--- config.mk ---
export PLATFORM = sky130hd
export DESIGN_NAME = cpu_exception_sequencer
export DESIGN_NICKNAME = d
export VERILOG_FILES = /design/src/logic/exc_seq_pkg.sv /design/src/logic/cpu_exception_sequencer.sv
export SDC_FILE = /design/constraint.sdc
export NUM_CORES = 1
export LEC_CHECK = 0
export BUFFER_PORTS_ARGS = -buffer_cell sky130_fd_sc_hd__buf_4
export CAP_MARGIN = 10
export CORE_ASPECT_RATIO = 1.4
export CORE_MARGIN = 2
export CORE_UTILIZATION = 45
export DETAILED_ROUTE_END_ITERATION = 12
export PLACE_DENSITY = 0.73
export SYNTH_ARGS = -nofsm -noshare
export SYNTH_HDL_FRONTEND = slang
export SYNTH_SLANG_ARGS = --single-unit
--- constraint.sdc ---
create_clock -name mclk -period 3.4 [get_ports mclk]
set_clock_uncertainty 0.05 [all_clocks]
set_input_delay 0.51 -clock mclk [delete_from_list [all_inputs] [get_ports mclk]]
set_output_delay 0.51 -clock mclk [all_outputs]
set_load 0.005 [all_outputs]
--- src/logic/exc_seq_pkg.sv ---
// package: constants, types and enums for the exception sequencer
package exc_seq_pkg;

    // ****************************************************************
    // vector numbers
    // ****************************************************************
    localparam logic [7:0] VEC_POR_PC       = 8'h00;
    localparam logic [7:0] VEC_POR_SP       = 8'h01;
    localparam logic [7:0] VEC_MAN_PC       = 8'h02;
    localparam logic [7:0] VEC_MAN_SP       = 8'h03;
    localparam logic [7:0] VEC_ILLEGAL      = 8'h04;
    localparam logic [7:0] VEC_SLOT_ILLEGAL = 8'h06;
    localparam logic [7:0] VEC_CPU_ADDR_ERR = 8'h09;
    localparam logic [7:0] VEC_DMA_ADDR_ERR = 8'h0A;
    localparam logic [7:0] VEC_NMI          = 8'h0B;
    localparam logic [7:0] VEC_USER_BREAK   = 8'h0C;
    localparam logic [7:0] VEC_TRAP_FIRST   = 8'h20;
    localparam logic [7:0] VEC_TRAP_LAST    = 8'h3F;
    localparam logic [7:0] VEC_EXT_REQ0     = 8'h40;
    localparam logic [7:0] VEC_PERIPH_FIRST = 8'h48;

    // ****************************************************************
    // status word fields and reset values
    // ****************************************************************
    localparam int          MASK_LSB       = 4;
    localparam int          MASK_W         = 4;
    localparam logic [3:0]  MASK_RESET_VAL = 4'hF;
    localparam logic [31:0] VBR_RESET_VAL  = 32'h0000_0000;
    localparam logic [31:0] WORD_BYTES     = 32'h0000_0004;

    // ****************************************************************
    // types
    // ****************************************************************
    typedef enum logic [2:0] {
        SRC_NONE,
        SRC_ADDR_ERR,
        SRC_INTR,
        SRC_TRAP,
        SRC_ILLEGAL,
        SRC_SLOT
    } src_e;

    typedef enum logic [3:0] {
        ST_RUN,
        ST_RST_PC,
        ST_RST_SP,
        ST_RST_DONE,
        ST_WAIT_DRAIN,
        ST_PUSH_SR,
        ST_PUSH_PC,
        ST_VEC_RD,
        ST_BRANCH
    } state_e;

    // decoder view of the current instruction
    typedef struct packed {
        logic       valid;
        logic       undefined;
        logic       writes_pc;
        logic       in_delay_slot;
        logic       trap;
        logic [7:0] trap_imm;
    } decode_s;

    // memory bus request from the sequencer
    typedef struct packed {
        logic        req;
        logic        write;
        logic [31:0] addr;
        logic [31:0] wdata;
    } mem_req_s;

endpackage
--- src/logic/cpu_exception_sequencer.sv ---
// exception acceptance, priority and vectoring for the CPU core
`timescale 1ns/100ps
// ********************************************************************
// ********************************************************************
module cpu_exception_sequencer
    import exc_seq_pkg::*;
(
    // clock and reset
    input  wire logic        mclk,
    input  wire logic        rst_n,
    // pins
    input  wire logic        chip_init_pin_n,
    input  wire logic        nmi_pin,
    // decoder and pipeline
    input  wire decode_s     decode,
    input  wire logic        instr_done,
    input  wire logic        bus_idle,
    // exception sources
    input  wire logic        cpu_addr_err,
    input  wire logic        dma_addr_err,
    input  wire logic        intr_req,
    input  wire logic [7:0]  intr_vector,
    input  wire logic [3:0]  intr_level,
    // cpu register view
    input  wire logic [31:0] status_word,
    input  wire logic [31:0] program_counter,
    input  wire logic [31:0] stack_gpr,
    // memory bus
    output mem_req_s         mem_req,
    input  wire logic        mem_ack,
    input  wire logic [31:0] mem_rdata,
    // results to core
    output logic             core_hold,
    output logic             exc_taken,
    output logic             load_pc,
    output logic [31:0]      new_pc,
    output logic             load_sp,
    output logic [31:0]      new_sp,
    output logic             load_mask,
    output logic [3:0]       interrupt_mask_level,
    output logic [31:0]      vector_base
);

    // ****************************************************************
    // pin synchronisers
    // ****************************************************************
    logic [1:0] init_sync_q;
    logic [1:0] nmi_sync_q;
    logic       init_prev_q;

    always_ff @(posedge mclk or negedge rst_n) begin
        if (!rst_n) begin
            init_sync_q <= 2'h0;
            nmi_sync_q  <= 2'h0;
            init_prev_q <= 1'b0;
        end else begin
            init_sync_q <= {init_sync_q[0], chip_init_pin_n};
            nmi_sync_q  <= {nmi_sync_q[0], nmi_pin};
            init_prev_q <= init_sync_q[1];
        end
    end

    logic init_held;
    logic init_rise;
    assign init_held = !init_sync_q[1];
    assign init_rise = init_sync_q[1] && !init_prev_q;

    // ****************************************************************
    // vector address helpers
    // ****************************************************************
    function automatic logic [31:0] vec_addr(input logic [31:0] base, input logic [7:0] num);
        vec_addr = base + {22'h000000, num, 2'h0};
    endfunction

    // ****************************************************************
    // source detection and priority
    // ****************************************************************
    src_e       src;
    logic [7:0] src_vec;

    always_comb begin
        src     = SRC_NONE;
        src_vec = VEC_ILLEGAL;
        // fixed order, higher sources first; reset handled by state machine
        if (cpu_addr_err || dma_addr_err) begin
            src     = SRC_ADDR_ERR;
            src_vec = cpu_addr_err ? VEC_CPU_ADDR_ERR : VEC_DMA_ADDR_ERR;
        end else if (intr_req && decode.valid) begin
            src     = SRC_INTR;
            src_vec = intr_vector;
        end else if (decode.valid && decode.in_delay_slot
                     && (decode.undefined || decode.writes_pc)) begin
            src     = SRC_SLOT;
            src_vec = VEC_SLOT_ILLEGAL;
        end else if (decode.valid && decode.undefined) begin
            src     = SRC_ILLEGAL;
            src_vec = VEC_ILLEGAL;
        end else if (decode.valid && decode.trap) begin
            src     = SRC_TRAP;
            // immediate folded into the user range only
            src_vec = {2'h0, 1'b1, decode.trap_imm[4:0]} | VEC_TRAP_FIRST;
        end
    end

    // ****************************************************************
    // sequencer
    // ****************************************************************
    state_e      state_q,  state_d;
    src_e        cur_q,    cur_d;
    logic [7:0]  vec_q,    vec_d;
    logic        manual_q, manual_d;
    logic [31:0] sp_q,     sp_d;
    logic [31:0] pc_q,     pc_d;
    logic [31:0] sr_q,     sr_d;
    logic [3:0]  lvl_q,    lvl_d;
    logic [31:0] vbr_q,    vbr_d;
    logic [3:0]  mask_q,   mask_d;
    mem_req_s    req_q,    req_d;
    logic        hold_q,   hold_d;
    logic        taken_q,  taken_d;
    logic        ldpc_q,   ldpc_d;
    logic        ldsp_q,   ldsp_d;
    logic        ldmask_q, ldmask_d;
    logic [31:0] npc_q,    npc_d;

    always_comb begin
        state_d  = state_q;
        cur_d    = cur_q;
        vec_d    = vec_q;
        manual_d = manual_q;
        sp_d     = sp_q;
        pc_d     = pc_q;
        sr_d     = sr_q;
        lvl_d    = lvl_q;
        vbr_d    = vbr_q;
        mask_d   = mask_q;
        req_d    = req_q;
        hold_d   = hold_q;
        taken_d  = 1'b0;
        ldpc_d   = 1'b0;
        ldsp_d   = 1'b0;
        ldmask_d = 1'b0;
        npc_d    = npc_q;
        if (init_held) begin
            state_d = ST_RUN;
            req_d   = '0;
            hold_d  = 1'b1;
        end else if (init_rise) begin
            manual_d    = !nmi_sync_q[1];
            state_d     = ST_RST_PC;
            hold_d      = 1'b1;
            req_d       = '0;
            req_d.req   = 1'b1;
            // no base added for resets
            req_d.addr  = vec_addr(VBR_RESET_VAL, nmi_sync_q[1] ? VEC_POR_PC : VEC_MAN_PC);
        end else begin
            unique case (state_q)
                ST_RUN: begin
                    hold_d = 1'b0;
                    if (src != SRC_NONE) begin
                        cur_d   = src;
                        vec_d   = src_vec;
                        lvl_d   = intr_level;
                        hold_d  = 1'b1;
                        state_d = ST_WAIT_DRAIN;
                    end
                end
                ST_RST_PC: if (mem_ack) begin
                    npc_d      = mem_rdata;
                    req_d.addr = vec_addr(VBR_RESET_VAL, manual_q ? VEC_MAN_SP : VEC_POR_SP);
                    state_d    = ST_RST_SP;
                end
                ST_RST_SP: if (mem_ack) begin
                    sp_d      = mem_rdata;
                    req_d.req = 1'b0;
                    state_d   = ST_RST_DONE;
                end
                ST_RST_DONE: begin
                    vbr_d    = VBR_RESET_VAL;
                    mask_d   = MASK_RESET_VAL;
                    ldmask_d = 1'b1;
                    ldsp_d   = 1'b1;
                    ldpc_d   = 1'b1;
                    taken_d  = 1'b1;
                    hold_d   = 1'b0;
                    state_d  = ST_RUN;
                end
                ST_WAIT_DRAIN: if (instr_done && bus_idle) begin
                    sr_d        = status_word;
                    pc_d        = program_counter;
                    sp_d        = stack_gpr - WORD_BYTES;
                    req_d.req   = 1'b1;
                    req_d.write = 1'b1;
                    req_d.addr  = stack_gpr - WORD_BYTES;
                    req_d.wdata = status_word;
                    state_d     = ST_PUSH_SR;
                end
                ST_PUSH_SR: if (mem_ack) begin
                    sp_d        = sp_q - WORD_BYTES;
                    req_d.addr  = sp_q - WORD_BYTES;
                    req_d.wdata = pc_q;
                    state_d     = ST_PUSH_PC;
                end
                ST_PUSH_PC: if (mem_ack) begin
                    req_d.write = 1'b0;
                    req_d.wdata = '0;
                    req_d.addr  = vec_addr(vbr_q, vec_q);
                    state_d     = ST_VEC_RD;
                end
                ST_VEC_RD: if (mem_ack) begin
                    npc_d     = mem_rdata;
                    req_d.req = 1'b0;
                    state_d   = ST_BRANCH;
                end
                ST_BRANCH: begin
                    if (cur_q == SRC_INTR) begin
                        mask_d   = lvl_q;
                        ldmask_d = 1'b1;
                    end else begin
                        mask_d   = status_word[MASK_LSB +: MASK_W];
                    end
                    ldsp_d  = 1'b1;
                    ldpc_d  = 1'b1; // not delayed
                    taken_d = 1'b1;
                    hold_d  = 1'b0;
                    state_d = ST_RUN;
                end
                default: state_d = ST_RUN;
            endcase
        end
    end

    always_ff @(posedge mclk or negedge rst_n) begin
        if (!rst_n) begin
            state_q  <= ST_RUN;
            cur_q    <= SRC_NONE;
            vec_q    <= 8'h00;
            manual_q <= 1'b0;
            sp_q     <= 32'h0000_0000;
            pc_q     <= 32'h0000_0000;
            sr_q     <= 32'h0000_0000;
            lvl_q    <= 4'h0;
            vbr_q    <= VBR_RESET_VAL;
            mask_q   <= MASK_RESET_VAL;
            req_q    <= '0;
            hold_q   <= 1'b1;
            taken_q  <= 1'b0;
            ldpc_q   <= 1'b0;
            ldsp_q   <= 1'b0;
            ldmask_q <= 1'b0;
            npc_q    <= 32'h0000_0000;
        end else begin
            state_q  <= state_d;
            cur_q    <= cur_d;
            vec_q    <= vec_d;
            manual_q <= manual_d;
            sp_q     <= sp_d;
            pc_q     <= pc_d;
            sr_q     <= sr_d;
            lvl_q    <= lvl_d;
            vbr_q    <= vbr_d;
            mask_q   <= mask_d;
            req_q    <= req_d;
            hold_q   <= hold_d;
            taken_q  <= taken_d;
            ldpc_q   <= ldpc_d;
            ldsp_q   <= ldsp_d;
            ldmask_q <= ldmask_d;
            npc_q    <= npc_d;
        end
    end

    // ****************************************************************
    // outputs
    // ****************************************************************
    assign mem_req              = req_q;
    assign core_hold            = hold_q;
    assign exc_taken            = taken_q;
    assign load_pc              = ldpc_q;
    assign new_pc               = npc_q;
    assign load_sp              = ldsp_q;
    assign new_sp               = sp_q;
    assign load_mask            = ldmask_q;
    assign interrupt_mask_level = mask_q;
    assign vector_base          = vbr_q;

endmodule

* Word-level counts from Yosys, hierarchy flattened *
Cells that the tools add are included.

storage, ports and cells
  register bits = 194

cells by class
  mux-type cells = 51
  bitwise gates (word level) = 1
  equality and inequality tests = 25
  $add $sub $neg = 2
  reduce and logical (&&, ||, !) cells = 29

operator list
  operator                 count
  $mux W66                 3
  $pmux W32 S3             2
  $mux W32                 4
  $pmux W32 S4             1
  $mux W65                 1
  $mux W64                 1
  $sub A32 B3 Y32 const B  2
  $mux W4                  10
  $ne A4 B4 Y1 const B     7
  $pmux W4 S7              1
  $mux W6                  3
  $eq A4 B3 Y1 const B     4
  $mux W8                  2
  $reduce_and A4 Y1        4
  $mux W3                  4
  $mux W1                  10
  $reduce_and A3 Y1        3
  $eq A4 B2 Y1 const B     2
  $mux W2                  4
  $ne A4 B2 Y1 const B     2
  $pmux W1 S2              4
  $pmux W4 S2              1
  $logic_and A1 B1 Y1      7
  $reduce_and A7 Y1        1
  other kinds (18)         25

* Longest topological paths before layout *
Gate-level depths: netlist (run 1).

  word-level depth = 11
  depth in mapped cells = 10
  mapped depth without buffers = 9

* Worst setup path after synthesis (run 1) *
OpenSTA, ideal clock, no wires.

  path type = input -> register
  start = input port stack_gpr[11]
  end = register req_q, in the netlist mem_req[53]
  required time = 3.229 ns
  buffers on the path = 2
  arrival = 2.882 ns
  setup slack = 0.347 ns
  stages on the path = 9
  cell sequence = or4_1 buf_2 or3_1 or3_1 buf_2 or4_4 xor2_1 o22ai_2 a22o_1

between the ends
  word-level cells in the longest chain between the ends = 5

RTL lines
  what                    RTL line                        RTL
  start: declaration      cpu_exception_sequencer.sv:27   input wire logic [31:0] stack_gpr,
  $sub A32 B3 Y32         cpu_exception_sequencer.sv:194  req_d.addr = stack_gpr - WORD_BYTES;
  $mux W66                cpu_exception_sequencer.sv:188  ST_WAIT_DRAIN: if (instr_done && bus_idle) begin
  $pmux W32 S4            cpu_exception_sequencer.sv:157  unique case (state_q)
  $mux W66                cpu_exception_sequencer.sv:148  end else if (init_rise) begin
  $mux W66                cpu_exception_sequencer.sv:144  if (init_held) begin
  end signal: assignment  cpu_exception_sequencer.sv:263  req_q <= req_d;
  end: declaration        cpu_exception_sequencer.sv:118  mem_req_s req_q, req_d;

Every way passes these cells. The select of a mux whose other input is x is not followed.
A chain may end at the register's enable or synchronous reset.

* Final worst setup path (run 1) *
  start = register sp_q[13] (netlist: new_sp[13])
  end = register req_q, in the netlist mem_req[59]

between the ends
  word-level cells in the longest chain between the ends = 5

RTL lines
  what                      RTL line                        RTL
  start: declaration        cpu_exception_sequencer.sv:112  logic [31:0] sp_q, sp_d;
  start signal: assignment  cpu_exception_sequencer.sv:257  sp_q <= sp_d;
  $sub A32 B3 Y32           cpu_exception_sequencer.sv:200  req_d.addr = sp_q - WORD_BYTES;
  $mux W64                  cpu_exception_sequencer.sv:198  ST_PUSH_SR: if (mem_ack) begin
  $pmux W32 S4              cpu_exception_sequencer.sv:157
  $mux W66                  cpu_exception_sequencer.sv:148
  $mux W66                  cpu_exception_sequencer.sv:144

Every way passes these cells. The select of a mux whose other input is x is not followed.

==> results.yml, run 1 <==
status:
  status: "completed"
route:
  wl_um: 29300
  drcViolationCount: 0
  drt_iter0_drc: 565
  viasPerCell: 5.56
  ant_nets: 0
  dr.pass1.iters: 5
  wl_per_cell_um: 18.7
  vias: 8700
place:
  hpwl_um: 21000
  numPortBuffers: 298
  dp_slack_ns: 0.146
  gp_congestion: 0.897
critical_path:
  cp.required_ns: 3.69
  reg2reg_from: "new_sp[13]"
  crit_top_cell: "nor4_1"
  cp.arrival_ns: 3.35
  critical_path.max_stage_delay_ns: 0.75
  rr_endpoint: "mem_req[59]"
  reg2reg_depth: 7
  start_kind: "register"
  crit_type: "register to register"
  crit_chain: "nor4_1 -> nand3_1 -> or4_1 -> nor4_1 -> xnor2_1 -> o22ai_1 -> a22o_1"
  reg2reg_slack_ns: 0.34
  endpoint_kind: "register"
  slowest_stage: "or4_1"
  crit_fanout: 6
grt:
  grt_max_degree: 85
  grt_use_total: 0.258
  antenna_found_initial: 0
  grt_pass1_wl_um: 45400
  grt_pass1_vias: 8496
  gr-total-overflow: 0
clock_network:
  post_cts_buffers: 0
  cts_buffers: 17
  cts_root_buf: "clkbuf_16"
  postCtsHoldBufs: 0
  clock_latency_ns: 0.45
  cts.sinks: 194
  cts.clk_slew.worst_paths_ns: 0.07
  ctsResizeCount: 0
  htreeDepth: 4
  ctsLongestPathBuffers: 2
  cts_tree: "yes"
sta:
  hold_violations: 0
  rsz0062_at_grt: "false"
  finalWorstSetupSlack_ns: 0.338
  worstMarginPinSlew_ns: 0.912
  setup_viol: 0
  fmax_mhz: 327
  slew_viol_final: 0
  finalSetupTns_ns: 0
  min_period_ns: 3.06
  period_share: 0.901
  slew_headroom: 0.391
floorplan:
  die_w_um: 128
  io_pins: 334
  die-height_um: 178
  die_area_um2: 22800
  row_count: 63
  core-area_um2: 21200
  start_util: 0.459
run:
  max_cap_viol_count: 0
pwr:
  intPower_uw: 4520
  clkPwrFrac: 0.293
  pwr-share-comb: 0.237
  netSwitchingPower_uw: 2030
  sw_frac_of_total: 0.310
  leakagePower_uw: 0.00595
  power.density_nw_per_um2: 515
  peakVddDrop_v: 0.000330
  seqPwrFrac: 0.470
finish:
  layout-drive-gt1-share: 0.336
  final_common_cell: "buf_4"
  num_antenna_cells: 0
  area_growth_pct: 30.8
  layout.nets: 1458
  layout_common_cells: "buf_4 (320), dfrtp_1 (189), nand2_1 (131), a21oi_1 (106), o21ai_0 (87)"
synthesis:
  postSynthAreaPerCell_um2: 9.58
  syn_inst: 1015
  synth_edf_count: 0
  ys.flop_type: "dfrtp_1"
  yosysWarnings: 0
  synth_cell_types: 54
  synth.yosys.seq_area_share: 0.500
  ys_ff_latch: 194
  netlist_area_um2: 9720
  ys_async_sr_fraction: 1.00
min_path:
  hp-class: "input port to asynchronous set/reset pin"
-- layout make-up --
class,count,area [um2]
fill,1883,8490
sequential,194,4860
inverter,11,41.3
timing repair buffer,323,2460
clock buffer,17,425
clock inverter,15,130
multi-input combinational,746,4480
tap,260,325
-- critical path, delay by kind of cell, from the launching register on --
| family | cells | cell delay (ns) |
|---|---|---|
| and+or+nand+nor | 4 | 1.92 |
| DFF | 1 | 0.45 |
| AOI/OAI and AO/OA | 2 | 0.36 |
| xor gates and xnor gates | 1 | 0.18 |
-- layer usage --
metal / GRT usage / vias up / routed length (um)
met3: 0.0609 / 74 / 1920
met5: 0 / - / 0
li1: - / 4079 / -
met1: 0.304 / 4194 / 11300
met2: 0.437 / 353 / 14800
met4: 0.136 / 0 / 1280
-- Yosys cell counts (10+ instances only) --
cell      number  area [um2]
a21oi_1      107         536
dfrtp_1      189        4730
nor2_1        59         221
nand3_1       11        55.1
xnor2_1       21         184
or3_1         12        75.1
nand2_1      131         492
nor4_1        18         113
clkbuf_1      55         206
mux2_2        64         721
o22ai_1       12        75.1
buf_4         34         255
o21ai_0       87         435
nor3_1        22         110
and3_1        34         213
a22oi_1       10        75.1
xor2_1        31         272
inv_1         11        41.3
-- state kept, by name (all words and copies together) (netlist names) --
name,cells
cur_q,3
load_mask,1
load_sp,1
manual_q,1
state_q,4
init_prev_q,1
mem_req,66
interrupt_mask_level,4
vec_q,8
pc_q,32
nmi_sync_q,2
init_sync_q,2
new_pc,32
new_sp,32
lvl_q,4
core_hold,1
-- per-stage QoR --
stage / hold WS (ns) / instances / area [um2] / utilization / power [uW]
4_1_cts: 0.0700 / 1566 / 12700 / 0.600 / 6610
6_report: 0.0476 / 1566 / 12700 / 0.600 / 6550
5_1_grt: 0.0954 / 1566 / 12700 / 0.600 / 6900
3_3_place_gp: 0.286 / 1534 / 12200 / 0.574 / 4630
3_5_place_dp: 0.287 / 1534 / 12200 / 0.574 / 4680
2_1_floorplan: 0.164 / 1046 / 9840 / - / 3780
-- power groups by stage --
stage               Clock [uW]  Combinational, uW  Sequential (uW)
global route              2050               1710             3140
CTS                       1970               1570             3080
detailed placement           0               1560             3120
floorplan                    0                739             3040
finish                    1920               1550             3080
global placement             0               1530             3100
-- cells by family after synthesis --
family / after synthesis / synth area share
AND/OR/NAND/NOR: 323 / 0.158
AO/OA/AOI/OAI: 267 / 0.158
flip-flops: 194 / 0.500
buffers and inverters: 106 / 0.0543
multiplexers: 70 / 0.0803
XOR/XNOR: 52 / 0.0468
adder cells (fa/ha/maj): 2 / 0.00257
other: 1 / 0.000386
-- worst max path at each step --
stage | startpoint | to | slack [ns] | cells past startpoint
floorplan | stack_gpr[11] | mem_req[53] | 0.35 | 9
CTS | new_sp[13] | mem_req[59] | 0.41 | 7
detailed placement | stack_gpr[11] | mem_req[53] | 0.15 | 8
global placement | stack_gpr[11] | mem_req[53] | 0.17 | 8
global route | new_sp[13] | mem_req[59] | 0.14 | 7
finish | new_sp[13] | mem_req[59] | 0.34 | 7
Power figures use the tool's default switching activity.
==> run 2, diff against run 1 <==
--- a/config.mk
+++ b/config.mk
@@ -8,10 +8,11 @@
 export BUFFER_PORTS_ARGS = -buffer_cell sky130_fd_sc_hd__buf_4
 export CAP_MARGIN = 10
 export CORE_ASPECT_RATIO = 1.4
-export CORE_MARGIN = 2
-export CORE_UTILIZATION = 45
+export CORE_MARGIN = 1
+export CORE_UTILIZATION = 51
 export DETAILED_ROUTE_END_ITERATION = 12
-export PLACE_DENSITY = 0.73
+export GPL_TIMING_DRIVEN = 1
+export PLACE_DENSITY = 0.81
 export SYNTH_ARGS = -nofsm -noshare
 export SYNTH_HDL_FRONTEND = slang
 export SYNTH_SLANG_ARGS = --single-unit
==> results.yml, run 2 (same netlist as run 1, synthesis figures left out) <==
critical_path:
  reg2reg_slack_ns: 0.56
  rr_endpoint: "mem_req[59]"
  crit_fanout: 7
  start_kind: "register"
  crit_type: "register to register"
  reg2reg_from: "new_sp[10]"
  cp.arrival_ns: 3.12
  endpoint_kind: "register"
  reg2reg_depth: 7
  cp.required_ns: 3.68
pwr:
  pwr-share-comb: 0.234
  netSwitchingPower_uw: 2090
  leakagePower_uw: 0.00597
  intPower_uw: 4570
  peakVddDrop_v: 0.000304
  clkPwrFrac: 0.302
  sw_frac_of_total: 0.314
  seqPwrFrac: 0.464
  power.density_nw_per_um2: 523
route:
  wl_um: 28900
  ant_nets: 0
  wl_per_cell_um: 18.6
  dr.pass1.iters: 5
  viasPerCell: 5.65
  vias: 8759
  drcViolationCount: 0
  drt_iter0_drc: 518
clock_network:
  htreeDepth: 4
  clock_latency_ns: 0.45
  ctsResizeCount: 0
  cts_root_buf: "clkbuf_16"
  postCtsHoldBufs: 0
  cts_buffers: 17
  ctsLongestPathBuffers: 2
  cts_tree: "yes"
  post_cts_buffers: 0
  cts.sinks: 194
  cts.clk_slew.worst_paths_ns: 0.09
finish:
  largest_reg_flops: 66
  n_fill_cell: 1528
  final_area_um2: 12700
  multi_input_area_um2: 4480
  num_antenna_cells: 0
  regArea_um2: 4860
  final_common_cell: "buf_4"
  layout-drive-gt1-share: 0.336
  layout_common_cells: "buf_4 (320), dfrtp_1 (189), nand2_1 (131), a21oi_1 (106), o21ai_0 (87)"
  area_growth_pct: 31.0
  layout.nets: 1458
grt:
  gr-total-overflow: 0
  antenna_found_initial: 0
  grt_pass1_vias: 8502
  grt_use_total: 0.298
  grt_pass1_wl_um: 45100
  grt_max_degree: 92
floorplan:
  die-height_um: 165
  core-area_um2: 18600
  row_count: 59
  die_area_um2: 19600
  die_w_um: 119
  io_pins: 334
  start_util: 0.523
run:
  max_cap_viol_count: 0
place:
  place_area_um2: 12100
  gp_congestion: 0.893
  hpwl_um: 21100
  numPortBuffers: 298
sta:
  finalSetupTns_ns: 0
  slew_viol_final: 0
  hold_violations: 0
  period_share: 0.835
  fmax_mhz: 352
  slew_headroom: 0.398
  min_period_ns: 2.84
  rsz0062_at_grt: "false"
  setup_viol: 0
  worstMarginPinSlew_ns: 0.901
min_path:
  hp-class: "input port to asynchronous set/reset pin"
status:
  status: "completed"
run 2: changes by cell type in the layout (fill, tap and decap cells not counted):
cell / previous run / this run
clkinvlp_4: 2 / 0
clkinv_8: 1 / 4
inv_8: 2 / 3
clkbuf_8: 1 / 2
clkinv_2: 3 / 0
inv_6: 2 / 4
clkinv_4: 5 / 3
run 2: worst max-delay path, stage by stage (launching register included):
cell	delay, ns
dfrtp_1	0.48
nor4_1	0.39
nand3_1	0.28
or4_1	0.72
nor4_1	0.27
xnor2_1	0.16
o22ai_1	0.13
a22o_1	0.25
run 2: worst max-delay path by stage:
stage	slack [ns]	endpoint	from	cells past startpoint
3_3_place_gp	0.16	mem_req[53]	stack_gpr[11]	8
6_report	0.56	mem_req[59]	new_sp[10]	7
4_1_cts	0.56	mem_req[59]	new_sp[13]	7
5_1_grt	0.37	mem_req[59]	new_sp[10]	7
2_1_floorplan	0.35	mem_req[53]	stack_gpr[11]	9
3_5_place_dp	0.17	mem_req[53]	stack_gpr[11]	8
run 2: area by class of cell:
cell class                 count  area share
timing repair buffer         323       0.193
inverter                      11     0.00324
sequential                   194       0.382
clock inverter                14      0.0126
clock buffer                  18      0.0345
multi-input combinational    746       0.351
tap                          244      0.0240
run 2: metrics by stage:
stage / hold WS (ns) / power (uW) / util / cells / setup WS (ns)
2_1_floorplan: 0.164 / 3780 / - / 1046 / 0.347
3_3_place_gp: 0.286 / 4630 / 0.653 / 1518 / 0.156
3_5_place_dp: 0.285 / 4690 / 0.653 / 1518 / 0.169
4_1_cts: 0.0981 / 6700 / 0.685 / 1550 / 0.556
5_1_grt: 0.105 / 6980 / 0.685 / 1550 / 0.372
6_report: 0.0813 / 6660 / 0.685 / 1550 / 0.561
run 2: metal layers:
layer	vias up	share of wire	GRT usage
met5	-	0	0
met4	0	0.030	0.116
met1	4249	0.38	0.347
li1	4079	-	-
met2	365	0.53	0.543
met3	66	0.059	0.0549
run 2: power by group through the flow:
| stage | Clock (uW) | Combinational (uW) | Sequential, uW |
|---|---|---|---|
| after floorplan | 0 | 739 | 3040 |
| after global placement | 0 | 1530 | 3100 |
| after detailed placement | 0 | 1560 | 3130 |
| after CTS | 2050 | 1570 | 3080 |
| after global routing | 2130 | 1700 | 3150 |
| final | 2010 | 1560 | 3090 |
